[src/hw/omc_map.svh]
`ifndef OMC_MAP_SVH
`define OMC_MAP_SVH

// Byte addresses of the registers on the AXI4-Lite bus
`define OMC_ADDR_OPCTL 8'h08
`define OMC_ADDR_MODE 8'h0c
`define OMC_ADDR_EVENT 8'h10
`define OMC_ADDR_STATUS 8'h14

// Printed register indices
`define OMC_IDX_OPCTL 8'h02
`define OMC_IDX_MODE 8'h03

// Operation control fields
`define OMC_OP_READY 7
`define OMC_OP_RX_EN 6
`define OMC_OP_ONE_CHN 5
`define OMC_OP_MAN_SEL 4
`define OMC_OP_TX_EN 3
`define OMC_OP_WAKE 2
`define OMC_OP_MASK 8'hfc
`define OMC_OP_RESET 8'h00

// Mode definition fields
`define OMC_MD_TARGET 7
`define OMC_MD_CODE_HI 6
`define OMC_MD_CODE_LO 3
`define OMC_MD_AUTO_CA 0
`define OMC_MD_MASK 8'hf9
`define OMC_MD_RESET 8'h08

// Event register bits, write one to fire
`define OMC_EV_SET_DEFAULT 0
`define OMC_EV_FIELD_ON 1

// Protocol codes, initiator role
`define OMC_I_P2P 4'h0
`define OMC_I_TYPE_A 4'h1
`define OMC_I_TYPE_B 4'h2
`define OMC_I_TYPE_F 4'h3
`define OMC_I_TYPE_1 4'h4
`define OMC_I_SUBC 4'he
`define OMC_I_BPSK 4'hf

// Protocol codes, target role
`define OMC_T_P2P_DET 4'h0
`define OMC_T_P2P_NORM 4'h1

// Bus responses
`define OMC_RESP_OKAY 2'h0
`define OMC_RESP_SLVERR 2'h2

`endif

[src/hw/omc_pkg.sv]
`default_nettype none
package omc_pkg;

    // Decoded protocol selection
    typedef enum logic [3:0] {
        OMC_PROTO_NONE,
        OMC_PROTO_I_P2P,
        OMC_PROTO_I_TYPE_A,
        OMC_PROTO_I_TYPE_B,
        OMC_PROTO_I_TYPE_F,
        OMC_PROTO_I_TYPE_1,
        OMC_PROTO_I_SUBC,
        OMC_PROTO_I_BPSK,
        OMC_PROTO_T_P2P_DET,
        OMC_PROTO_T_P2P_NORM
    } omc_proto_t;

    // Control outputs towards the analog front end and framing
    typedef struct packed {
        logic osc_ready;
        logic rx_enable;
        logic single_channel;
        logic manual_pick;
        logic auto_pick;
        logic tx_enable;
        logic wake_mode_on;
        logic target_role;
        logic auto_response_collision_avoid;
        logic start_collision_avoid;
        logic mode_supported;
    } omc_ctl_t;

endpackage
`default_nettype wire

[src/hw/omc_ctrl.sv]
`timescale 1ns/1ps
`default_nettype none
`include "omc_map.svh"

// What this block does
// - Operation control bit 7 turns on oscillator and regulators and gives ready mode.
// - Reception is enabled only while operation control bit 6 is one.
// - Bit 5 picks both AM and PM channels when zero, or one channel chosen by the channel pick bit when one.
// - With both channels on, bit 4 zero means automatic best channel and one means manual pick.
// - Bit 3 enables transmit, is set by a field-on command and cleared after a transmission in active modes.
// - Bit 2 puts the device in wake-up mode under the wake-up timer settings.
// - Operation control resets to all zero only at power-up, never by a command.
// - Mode bit 7 selects initiator or target and changes how the protocol code is read.
// - The protocol code sits in mode bits 6 to 3 and resets to 0001.
// - Initiator codes select peer-to-peer, types A, B, F, type 1, sub-carrier and BPSK streams.
// - Target codes select peer-to-peer with rate detection or normal, others unused.
// - An unsupported role and code pair keeps transmit and receive disabled.
// - With mode bit 0 set, collision avoidance starts when the external field is seen going off.
// - Mode definition resets at power-up and on the set-default command.
module omc_ctrl (
    // Clock and reset
    input wire logic CLK,
    input wire logic RSTN,
    // AXI4-Lite write address
    input wire logic [7:0] S_AXI_AWADDR,
    input wire logic S_AXI_AWVALID,
    output logic S_AXI_AWREADY,
    // AXI4-Lite write data
    input wire logic [31:0] S_AXI_WDATA,
    input wire logic [3:0] S_AXI_WSTRB,
    input wire logic S_AXI_WVALID,
    output logic S_AXI_WREADY,
    // AXI4-Lite write response
    output logic [1:0] S_AXI_BRESP,
    output logic S_AXI_BVALID,
    input wire logic S_AXI_BREADY,
    // AXI4-Lite read address
    input wire logic [7:0] S_AXI_ARADDR,
    input wire logic S_AXI_ARVALID,
    output logic S_AXI_ARREADY,
    // AXI4-Lite read data
    output logic [31:0] S_AXI_RDATA,
    output logic [1:0] S_AXI_RRESP,
    output logic S_AXI_RVALID,
    input wire logic S_AXI_RREADY,
    // Events from the device core, same clock
    input wire logic TX_DONE,
    input wire logic EXT_FIELD_ON,
    input wire logic CHANNEL_PICK_BIT,
    // Control towards the front end
    output omc_pkg::omc_ctl_t CTL,
    output omc_pkg::omc_proto_t PROTO,
    output logic RX_USE_PM
);

    // Register state
    logic [7:0] op_reg, op_next;
    logic [7:0] md_reg, md_next;

    // Write channel state
    logic aw_got_reg, aw_got_next;
    logic w_got_reg, w_got_next;
    logic [7:0] awaddr_reg, awaddr_next;
    logic [7:0] wdata_reg, wdata_next;
    logic wstrb0_reg, wstrb0_next;
    logic bvalid_reg, bvalid_next;
    logic [1:0] bresp_reg, bresp_next;
    logic awready_reg, awready_next;
    logic wready_reg, wready_next;

    // Read channel state
    logic rvalid_reg, rvalid_next;
    logic [31:0] rdata_reg, rdata_next;
    logic [1:0] rresp_reg, rresp_next;
    logic arready_reg, arready_next;

    // Control output state
    logic field_reg, field_next;
    omc_pkg::omc_ctl_t ctl_reg, ctl_next;
    omc_pkg::omc_proto_t proto_reg, proto_next;
    logic pm_reg, pm_next;

    // Decoded helpers
    logic do_write;
    logic field_off_seen;
    omc_pkg::omc_proto_t proto_dec;

    // Role and code to protocol
    function automatic omc_pkg::omc_proto_t decode_mode(input logic target, input logic [3:0] code);
        omc_pkg::omc_proto_t p;
        p = omc_pkg::OMC_PROTO_NONE;
        if (target) begin
            unique case (code)
                `OMC_T_P2P_DET: p = omc_pkg::OMC_PROTO_T_P2P_DET;
                `OMC_T_P2P_NORM: p = omc_pkg::OMC_PROTO_T_P2P_NORM;
                default: p = omc_pkg::OMC_PROTO_NONE;
            endcase
        end else begin
            unique case (code)
                `OMC_I_P2P: p = omc_pkg::OMC_PROTO_I_P2P;
                `OMC_I_TYPE_A: p = omc_pkg::OMC_PROTO_I_TYPE_A;
                `OMC_I_TYPE_B: p = omc_pkg::OMC_PROTO_I_TYPE_B;
                `OMC_I_TYPE_F: p = omc_pkg::OMC_PROTO_I_TYPE_F;
                `OMC_I_TYPE_1: p = omc_pkg::OMC_PROTO_I_TYPE_1;
                `OMC_I_SUBC: p = omc_pkg::OMC_PROTO_I_SUBC;
                `OMC_I_BPSK: p = omc_pkg::OMC_PROTO_I_BPSK;
                default: p = omc_pkg::OMC_PROTO_NONE;
            endcase
        end
        return p;
    endfunction

    // Active communication modes clear transmit after a frame
    function automatic logic is_active_mode(input omc_pkg::omc_proto_t p);
        return (p == omc_pkg::OMC_PROTO_I_P2P) || (p == omc_pkg::OMC_PROTO_T_P2P_DET) ||
               (p == omc_pkg::OMC_PROTO_T_P2P_NORM);
    endfunction

    // Write channel capture and register update
    always_comb begin
        aw_got_next = aw_got_reg;
        w_got_next = w_got_reg;
        awaddr_next = awaddr_reg;
        wdata_next = wdata_reg;
        wstrb0_next = wstrb0_reg;
        bvalid_next = bvalid_reg;
        bresp_next = bresp_reg;
        op_next = op_reg;
        md_next = md_reg;
        // Address phase, refused while a response waits
        if (S_AXI_AWVALID && !aw_got_reg && !bvalid_reg) begin
            aw_got_next = 1'b1;
            awaddr_next = S_AXI_AWADDR;
        end
        // Data phase, low byte lane only
        if (S_AXI_WVALID && !w_got_reg && !bvalid_reg) begin
            w_got_next = 1'b1;
            wdata_next = S_AXI_WDATA[7:0];
            wstrb0_next = S_AXI_WSTRB[0];
        end
        do_write = aw_got_reg && w_got_reg && !bvalid_reg;
        proto_dec = decode_mode(md_reg[`OMC_MD_TARGET], md_reg[`OMC_MD_CODE_HI:`OMC_MD_CODE_LO]);
        // Hardware clear of transmit, then software write, then field-on set
        if (TX_DONE && is_active_mode(proto_dec)) begin
            op_next[`OMC_OP_TX_EN] = 1'b0;
        end
        if (do_write) begin
            aw_got_next = 1'b0;
            w_got_next = 1'b0;
            bvalid_next = 1'b1;
            bresp_next = `OMC_RESP_OKAY;
            unique case (awaddr_reg)
                `OMC_ADDR_OPCTL: begin
                    if (wstrb0_reg) begin
                        op_next = wdata_reg & `OMC_OP_MASK;
                    end
                end
                `OMC_ADDR_MODE: begin
                    if (wstrb0_reg) begin
                        md_next = wdata_reg & `OMC_MD_MASK;
                    end
                end
                `OMC_ADDR_EVENT: begin
                    if (wstrb0_reg && wdata_reg[`OMC_EV_SET_DEFAULT]) begin
                        md_next = `OMC_MD_RESET;
                    end
                    if (wstrb0_reg && wdata_reg[`OMC_EV_FIELD_ON]) begin
                        op_next[`OMC_OP_TX_EN] = 1'b1;
                    end
                end
                `OMC_ADDR_STATUS: bresp_next = `OMC_RESP_OKAY;
                default: bresp_next = `OMC_RESP_SLVERR;
            endcase
        end
        if (bvalid_reg && S_AXI_BREADY) begin
            bvalid_next = 1'b0;
        end
        // Ready flags registered so the bus sees flop outputs
        awready_next = !aw_got_next && !bvalid_next;
        wready_next = !w_got_next && !bvalid_next;
    end

    // Read channel
    always_comb begin
        rvalid_next = rvalid_reg;
        rdata_next = rdata_reg;
        rresp_next = rresp_reg;
        if (S_AXI_ARVALID && !rvalid_reg) begin
            rvalid_next = 1'b1;
            rresp_next = `OMC_RESP_OKAY;
            unique case (S_AXI_ARADDR)
                `OMC_ADDR_OPCTL: rdata_next = {24'h000000, op_reg};
                `OMC_ADDR_MODE: rdata_next = {24'h000000, md_reg};
                `OMC_ADDR_EVENT: rdata_next = 32'h00000000;
                `OMC_ADDR_STATUS: rdata_next = {27'h0000000, ctl_reg.mode_supported, proto_reg};
                default: begin
                    rdata_next = 32'h00000000;
                    rresp_next = `OMC_RESP_SLVERR;
                end
            endcase
        end else if (rvalid_reg && S_AXI_RREADY) begin
            rvalid_next = 1'b0;
        end
        // Address ready again once the data is taken
        arready_next = !rvalid_next;
    end

    // Control outputs from the registers and the field and channel pick inputs
    always_comb begin
        logic ok;
        ok = (proto_dec != omc_pkg::OMC_PROTO_NONE);
        field_next = EXT_FIELD_ON;
        field_off_seen = field_reg && !EXT_FIELD_ON;
        proto_next = proto_dec;
        ctl_next.osc_ready = op_reg[`OMC_OP_READY];
        ctl_next.rx_enable = op_reg[`OMC_OP_RX_EN] && ok;
        ctl_next.tx_enable = op_reg[`OMC_OP_TX_EN] && ok;
        ctl_next.single_channel = op_reg[`OMC_OP_ONE_CHN];
        ctl_next.manual_pick = !op_reg[`OMC_OP_ONE_CHN] && op_reg[`OMC_OP_MAN_SEL];
        ctl_next.auto_pick = !op_reg[`OMC_OP_ONE_CHN] && !op_reg[`OMC_OP_MAN_SEL];
        ctl_next.wake_mode_on = op_reg[`OMC_OP_WAKE];
        ctl_next.target_role = md_reg[`OMC_MD_TARGET];
        ctl_next.auto_response_collision_avoid = md_reg[`OMC_MD_AUTO_CA];
        ctl_next.start_collision_avoid = md_reg[`OMC_MD_AUTO_CA] && field_off_seen;
        ctl_next.mode_supported = ok;
        // Channel used when the pick is not automatic
        pm_next = CHANNEL_PICK_BIT;
    end

    // Write channel and register state
    always_ff @(posedge CLK) begin
        if (!RSTN) begin
            op_reg <= `OMC_OP_RESET;
            md_reg <= `OMC_MD_RESET;
            aw_got_reg <= 1'b0;
            w_got_reg <= 1'b0;
            awaddr_reg <= 8'h00;
            wdata_reg <= 8'h00;
            wstrb0_reg <= 1'b0;
            bvalid_reg <= 1'b0;
            bresp_reg <= `OMC_RESP_OKAY;
            awready_reg <= 1'b1;
            wready_reg <= 1'b1;
        end else begin
            op_reg <= op_next;
            md_reg <= md_next;
            aw_got_reg <= aw_got_next;
            w_got_reg <= w_got_next;
            awaddr_reg <= awaddr_next;
            wdata_reg <= wdata_next;
            wstrb0_reg <= wstrb0_next;
            bvalid_reg <= bvalid_next;
            bresp_reg <= bresp_next;
            awready_reg <= awready_next;
            wready_reg <= wready_next;
        end
    end

    // Read channel state
    always_ff @(posedge CLK) begin
        if (!RSTN) begin
            rvalid_reg <= 1'b0;
            rdata_reg <= 32'h00000000;
            rresp_reg <= `OMC_RESP_OKAY;
            arready_reg <= 1'b1;
        end else begin
            rvalid_reg <= rvalid_next;
            rdata_reg <= rdata_next;
            rresp_reg <= rresp_next;
            arready_reg <= arready_next;
        end
    end

    // Control output state
    always_ff @(posedge CLK) begin
        if (!RSTN) begin
            field_reg <= 1'b0;
            ctl_reg <= '0;
            proto_reg <= omc_pkg::OMC_PROTO_NONE;
            pm_reg <= 1'b0;
        end else begin
            field_reg <= field_next;
            ctl_reg <= ctl_next;
            proto_reg <= proto_next;
            pm_reg <= pm_next;
        end
    end

    // Bus handshake outputs, all straight from flops
    assign S_AXI_AWREADY = awready_reg;
    assign S_AXI_WREADY = wready_reg;
    assign S_AXI_BVALID = bvalid_reg;
    assign S_AXI_BRESP = bresp_reg;
    assign S_AXI_ARREADY = arready_reg;
    assign S_AXI_RVALID = rvalid_reg;
    assign S_AXI_RDATA = rdata_reg;
    assign S_AXI_RRESP = rresp_reg;
    assign CTL = ctl_reg;
    assign PROTO = proto_reg;
    assign RX_USE_PM = pm_reg;

endmodule // omc_ctrl
`default_nettype wire

[config.mk]
export PLATFORM = sky130hd
export DESIGN_NAME = omc_ctrl
export DESIGN_NICKNAME = d
export VERILOG_FILES = /design/src/hw/omc_pkg.sv /design/src/hw/omc_ctrl.sv
export VERILOG_INCLUDE_DIRS = /design/src /design/src/hw
export SDC_FILE = /design/constraint.sdc
export NUM_CORES = 1
export LEC_CHECK = 0
export ABC_AREA = 1
export BUFFER_PORTS_ARGS = -buffer_cell sky130_fd_sc_hd__clkbuf_2
export CORE_MARGIN = 4
export CORE_UTILIZATION = 30
export DETAILED_ROUTE_END_ITERATION = 6
export PLACE_DENSITY_LB_ADDON = 0.1
export SYNTH_ARGS = -nofsm -noshare
export SYNTH_HDL_FRONTEND = slang
export SYNTH_SLANG_ARGS = --single-unit
[constraint.sdc]
create_clock -name CLK -period 1.4 [get_ports CLK]
set_input_delay 0.07 -clock CLK [delete_from_list [all_inputs] [get_ports CLK]]
set_output_delay 0.07 -clock CLK [all_outputs]
set_load 0.01 [all_outputs]
[Word-level counts from Yosys, hierarchy flattened]
Index checks and enable logic that the tools add are counted.
Word-level totals
  memory bits (writable): 0
  latch bits: 0
  output and inout bits: 57
  memory bits (read-only): 0
  memories kept: 0
  flip-flop bits (word level): 91
  logic and storage cells: 112
Operators by class
  muxes and demuxes: 23
  $lt $le $gt $ge: 0
  eq/ne operators: 19
  shifts and indexed selects: 0
  add/subtract/negate cells: 0
  reduce and logical (&&, ||, !) cells: 40
  divide/modulo/power cells: 0
  $mul: 0
  bitwise logic cells: 0
Operators by type and width (number)
  == test 8 x 4 -> 1 bit, second input constant: 4
  == test 8 x 5 -> 1 bit, second input constant: 4
  case mux 8 bit (3 select lines): 1
  case mux 3 bit (7 select lines): 1
  logical AND 1 bit: 20
  == test 4 bit, second input constant: 4
  2-to-1 mux 8 bit: 2
  case mux 8 bit (2 select lines): 1
  2-to-1 mux 4 bit: 3
  zero test 1 bit: 11
  2-to-1 mux 1 bit: 10
  == test 4 x 1 -> 1 bit, second input constant: 2
  == test 4 x 2 -> 1 bit, second input constant: 2
  case mux 4 bit (2 select lines): 1
  OR reduction 4 bit: 2
  == test 4 x 3 -> 1 bit, second input constant: 1
  zero test 4 bit: 1
  2-to-1 mux 2 bit: 2
  inequality test 2 bit, second input constant: 2
  AND reduction 4 bit: 1
  nonzero test 4 bit: 1
  2-to-1 mux 3 bit: 1
  AND reduction 3 bit: 1
  logical OR 1 bit: 2
  other kinds (2): 2

[Depth between registers and ports, before layout]
  word-level depth: 11
  depth in mapped cells: 9
  gate-level depth less buffers: 9

[Least setup slack after synthesis]
OpenSTA, ideal clock, no wires.
  kind: register to register
  from: register rvalid_reg, in the netlist S_AXI_RVALID
  to: register rdata_reg[1], in the netlist S_AXI_RDATA[1]
  path buffers: 1
  cell stages (with the launch flop): 7
  data arrival time: 0.982 ns
  required time: 1.281 ns
  path slack: 0.299 ns
  cell sequence: dfxtp_1 > inv_1 > nand2_1 > inv_1 > buf_2 > o21ai_0 > a21oi_1
On the way
  longest elaborated chain between the ends: 2
Ends and longest elaborated chain
  start: declaration: line omc_ctrl.sv:72  | logic rvalid_reg, rvalid_next;
  start signal: assignment: line omc_ctrl.sv:267  | rvalid_reg <= rvalid_next;
  zero test 1 bit: line omc_ctrl.sv:188  | if (S_AXI_ARVALID && !rvalid_reg) begin
  logical AND 1 bit: line omc_ctrl.sv:188
  end signal: assignment: line omc_ctrl.sv:268  | rdata_reg <= rdata_next;
  end: declaration: line omc_ctrl.sv:73  | logic [31:0] rdata_reg, rdata_next;
Every way passes these cells.
A chain may end at the register's enable or synchronous reset.

[Final worst setup path]
  from: register w_got_reg
  to: register wdata_reg[7]
On the way
  longest elaborated chain between the ends: 3
Ends and longest elaborated chain
  start: declaration: line omc_ctrl.sv:62  | logic w_got_reg, w_got_next;
  start signal: assignment: line omc_ctrl.sv:248  | w_got_reg <= w_got_next;
  zero test 1 bit: line omc_ctrl.sv:136  | if (S_AXI_WVALID && !w_got_reg && !bvalid_reg) begin
  logical AND 1 bit (2 in series): line omc_ctrl.sv:136
  end signal: assignment: line omc_ctrl.sv:250  | wdata_reg <= wdata_next;
  end: declaration: line omc_ctrl.sv:64  | logic [7:0] wdata_reg, wdata_next;
Every way passes these cells.

==> flow_metrics.tcl <==
set metrics [dict create \
    status "finished, final reports clean" \
    die_x_um 105 \
    post-place-ws_ns 0.139 \
    max_cap_viol_count 0 \
    dpl.hpwl_mm 4.89 \
    wl_per_cell_um 11.1 \
    mostFrequentLayoutCells "67 x nand2_1, 65 x clkbuf_2, 63 x dfxtp_1" \
    synth_cells 376 \
    numCtsBuffers 9 \
    avgSynthCellArea_um2 7.45 \
    endpoint_kind "flop" \
    syn_area_um2 2800 \
    initial_core_util_pct 30.6 \
    p_sw_w 0.00105 \
    antenna_left 0 \
    worstPathRequired_ns 1.63 \
    final_layout_size_suffix_gt1_share_pct 25.0 \
    cp_slowest_cell "dfxtp_1" \
    grt-ovfl-total 0 \
    critPathMaxFanout 12 \
    first_pass_iters 4 \
    p_leak_nw 1.73 \
    rows 35 \
    cp.arrival_ns 1.49 \
    cts.clk_slew.worst_paths_ns 0.07 \
    die_y_um 105 \
    cts_tree "done" \
    final_core_util_pct 39.1 \
    cts_root_buffer "clkbuf_8" \
    io_buffers 65 \
    grt_pass1_vias 2400 \
    synth.area.top_cells "dfxtp_1 45%, nand2_1 9.0%, buf_4 7.5%" \
    yosys.area.top_type "dfxtp_1" \
    coreArea_um2 9150 \
    slew_viol_final 0 \
    vias_per_cell 4.30 \
    via_count 2487 \
    fin_crit_ns 1.26 \
    area_growth_syn_to_layout_pct 27.6 \
    dp_cells 550 \
    setup_tns_ns 0 \
    max-vdd-ir-drop_mv 0.906 \
    final-setup-viol-count 0 \
    diodes 0 \
    setup_ws_ns 0.141 \
    cts_buffer_depth 2 \
    fp.dieArea_um2 11000 \
    ys_ff_latch 63 \
    synth_top_area_share_pct 45.0 \
    slowest_delay_ns 0.39 \
    ys_seq_area_share_pct 45.0 \
    grt_pass1_wl_mm 10.8 \
    synth_warnings 0 \
    largest_register_ffs 11 \
    routed_wl_mm 6.43 \
    crit_type "reg -> reg" \
    fin_skew_ns 0.00491 \
    cts.sinks 63 \
    drc 0 \
    power.internal_w 0.00342 \
    fmax_mhz 794 \
    ios 119 \
    final_cell_count_no_fill 579 \
    clockPowerShare_pct 46.8 \
    drt_iter0_markers 44 \
    seqPwrFrac_pct 43.0 \
    hold_violations 0 \
    power_density_nw_per_um2 1250 \
    gp_congestion 0.821 \
    grt_max_degree 38 \
    worstPathCellList "inv_1 > nand3_1 > inv_1 > nor2_1 > nor2_1" \
    timing.hold.ws_ns 0.0182 \
    cp-start-kind "flop" \
    clk_latency_ns 0.34 \
    final_nets 525 \
    globalRouteTotalUtil_pct 12.2 \
    mostFrequentLayoutCell "nand2_1" \
    p_sw_share_pct 23.6 \
    p_comb_share_pct 10.1 \
    antenna_found_initial 0 \
    rsz0062_at_grt "no" \
    hold_class "in -> reg" \
    synth_cell_type_count 26 \
    post-route-period-util_pct 89.9 \
    h-tree-depth 3 \
]
## area by class of cell
class                      instances  area [um2]
fill                            1002        5580
sequential                        63        1260
multi-input combinational        253        1190
timing repair buffer              87         533
inverter                          49         184
clock inverter                     7         145
tap                              111         139
clock buffer                       9         124
## through the flow
| stage | instance area (um2) | power (W) |
|---|---|---|
| after floorplan | 2900 | 0.00230 |
| after global placement | 3180 | 0.00239 |
| after detailed placement | 3180 | 0.00240 |
| after CTS | 3570 | 0.00455 |
| after global routing | 3580 | 0.00470 |
| final | 3580 | 0.00447 |
## cells by family after synthesis
logic type	share of synthesized area, %
AOI/OAI and AO/OA	11.6
buffers and inverters	15.8
DFF	45.0
other	0.134
and+or+nand+nor	27.4
## power by group through the flow
| stage | combinational (W) | clock, W | sequential [W] |
|---|---|---|---|
| floorplan | 0.000333 | 0 | 0.00197 |
| global placement | 0.000426 | 0 | 0.00196 |
| detailed placement | 0.000433 | 0 | 0.00196 |
| CTS | 0.000460 | 0.00216 | 0.00192 |
| global route | 0.000520 | 0.00224 | 0.00193 |
| finish | 0.000453 | 0.00209 | 0.00192 |
## synthesized netlist by cell type
cell      number
nand3_2        2
o21ai_0       27
nand3_1       34
inv_1         44
dfxtp_1       63
clkbuf_1       2
o211ai_1       1
nand4_1        4
inv_2          4
buf_2          3
nor2_1        33
conb_1         1
nor3_1         4
buf_6          2
a21oi_1       33
a32o_1         1
o31ai_1        1
clkinv_1       1
clkbuf_2       1
nor2_2         8
nand3_4        2
or2_2          1
nor2_4         2
nand2_2        7
buf_4         28
nand2_1       67
## what timing repair did
action / CTS / global route
buffers inserted: 0 / 1
resized for setup: 0 / 1
setup endpoints to repair: 0 / 4
hold endpoints to repair: 13 / 0
hold buffers: 12 / 0
## layer usage
layer / vias to the layer above / track usage (%) / share of wire, %
li1: 1323 / - / -
met3: 4 / 5.06 / 6.6
met2: 61 / 20.3 / 47
met4: 0 / 3.66 / 0.53
met1: 1099 / 14.3 / 46
met5: - / 0 / 0
## worst paths after layout
path                             start                          to  slack (ns)  cells past startpoint
hold / removal         S_AXI_AWADDR[0]  awaddr_reg[0]$_SDFFE_PN0P_        0.02                      3
setup reg to reg  w_got_reg$_SDFF_PN0_   wdata_reg[7]$_SDFFE_PN0P_        0.14                      5
setup / recovery  w_got_reg$_SDFF_PN0_   wdata_reg[7]$_SDFFE_PN0P_        0.14                      5
hold reg to reg   field_reg$_SDFF_PN0_           CTL[1]$_SDFF_PN0_        0.42                      2
## worst max-delay path, delay by kind of cell, from the launching register on
| kind | cells | cell delay (ns) |
|---|---|---|
| buffers and inverters | 2 | 0.26 |
| AND/OR/NAND/NOR | 3 | 0.51 |
| flip-flops | 1 | 0.39 |
Power figures use the tool's default switching activity.
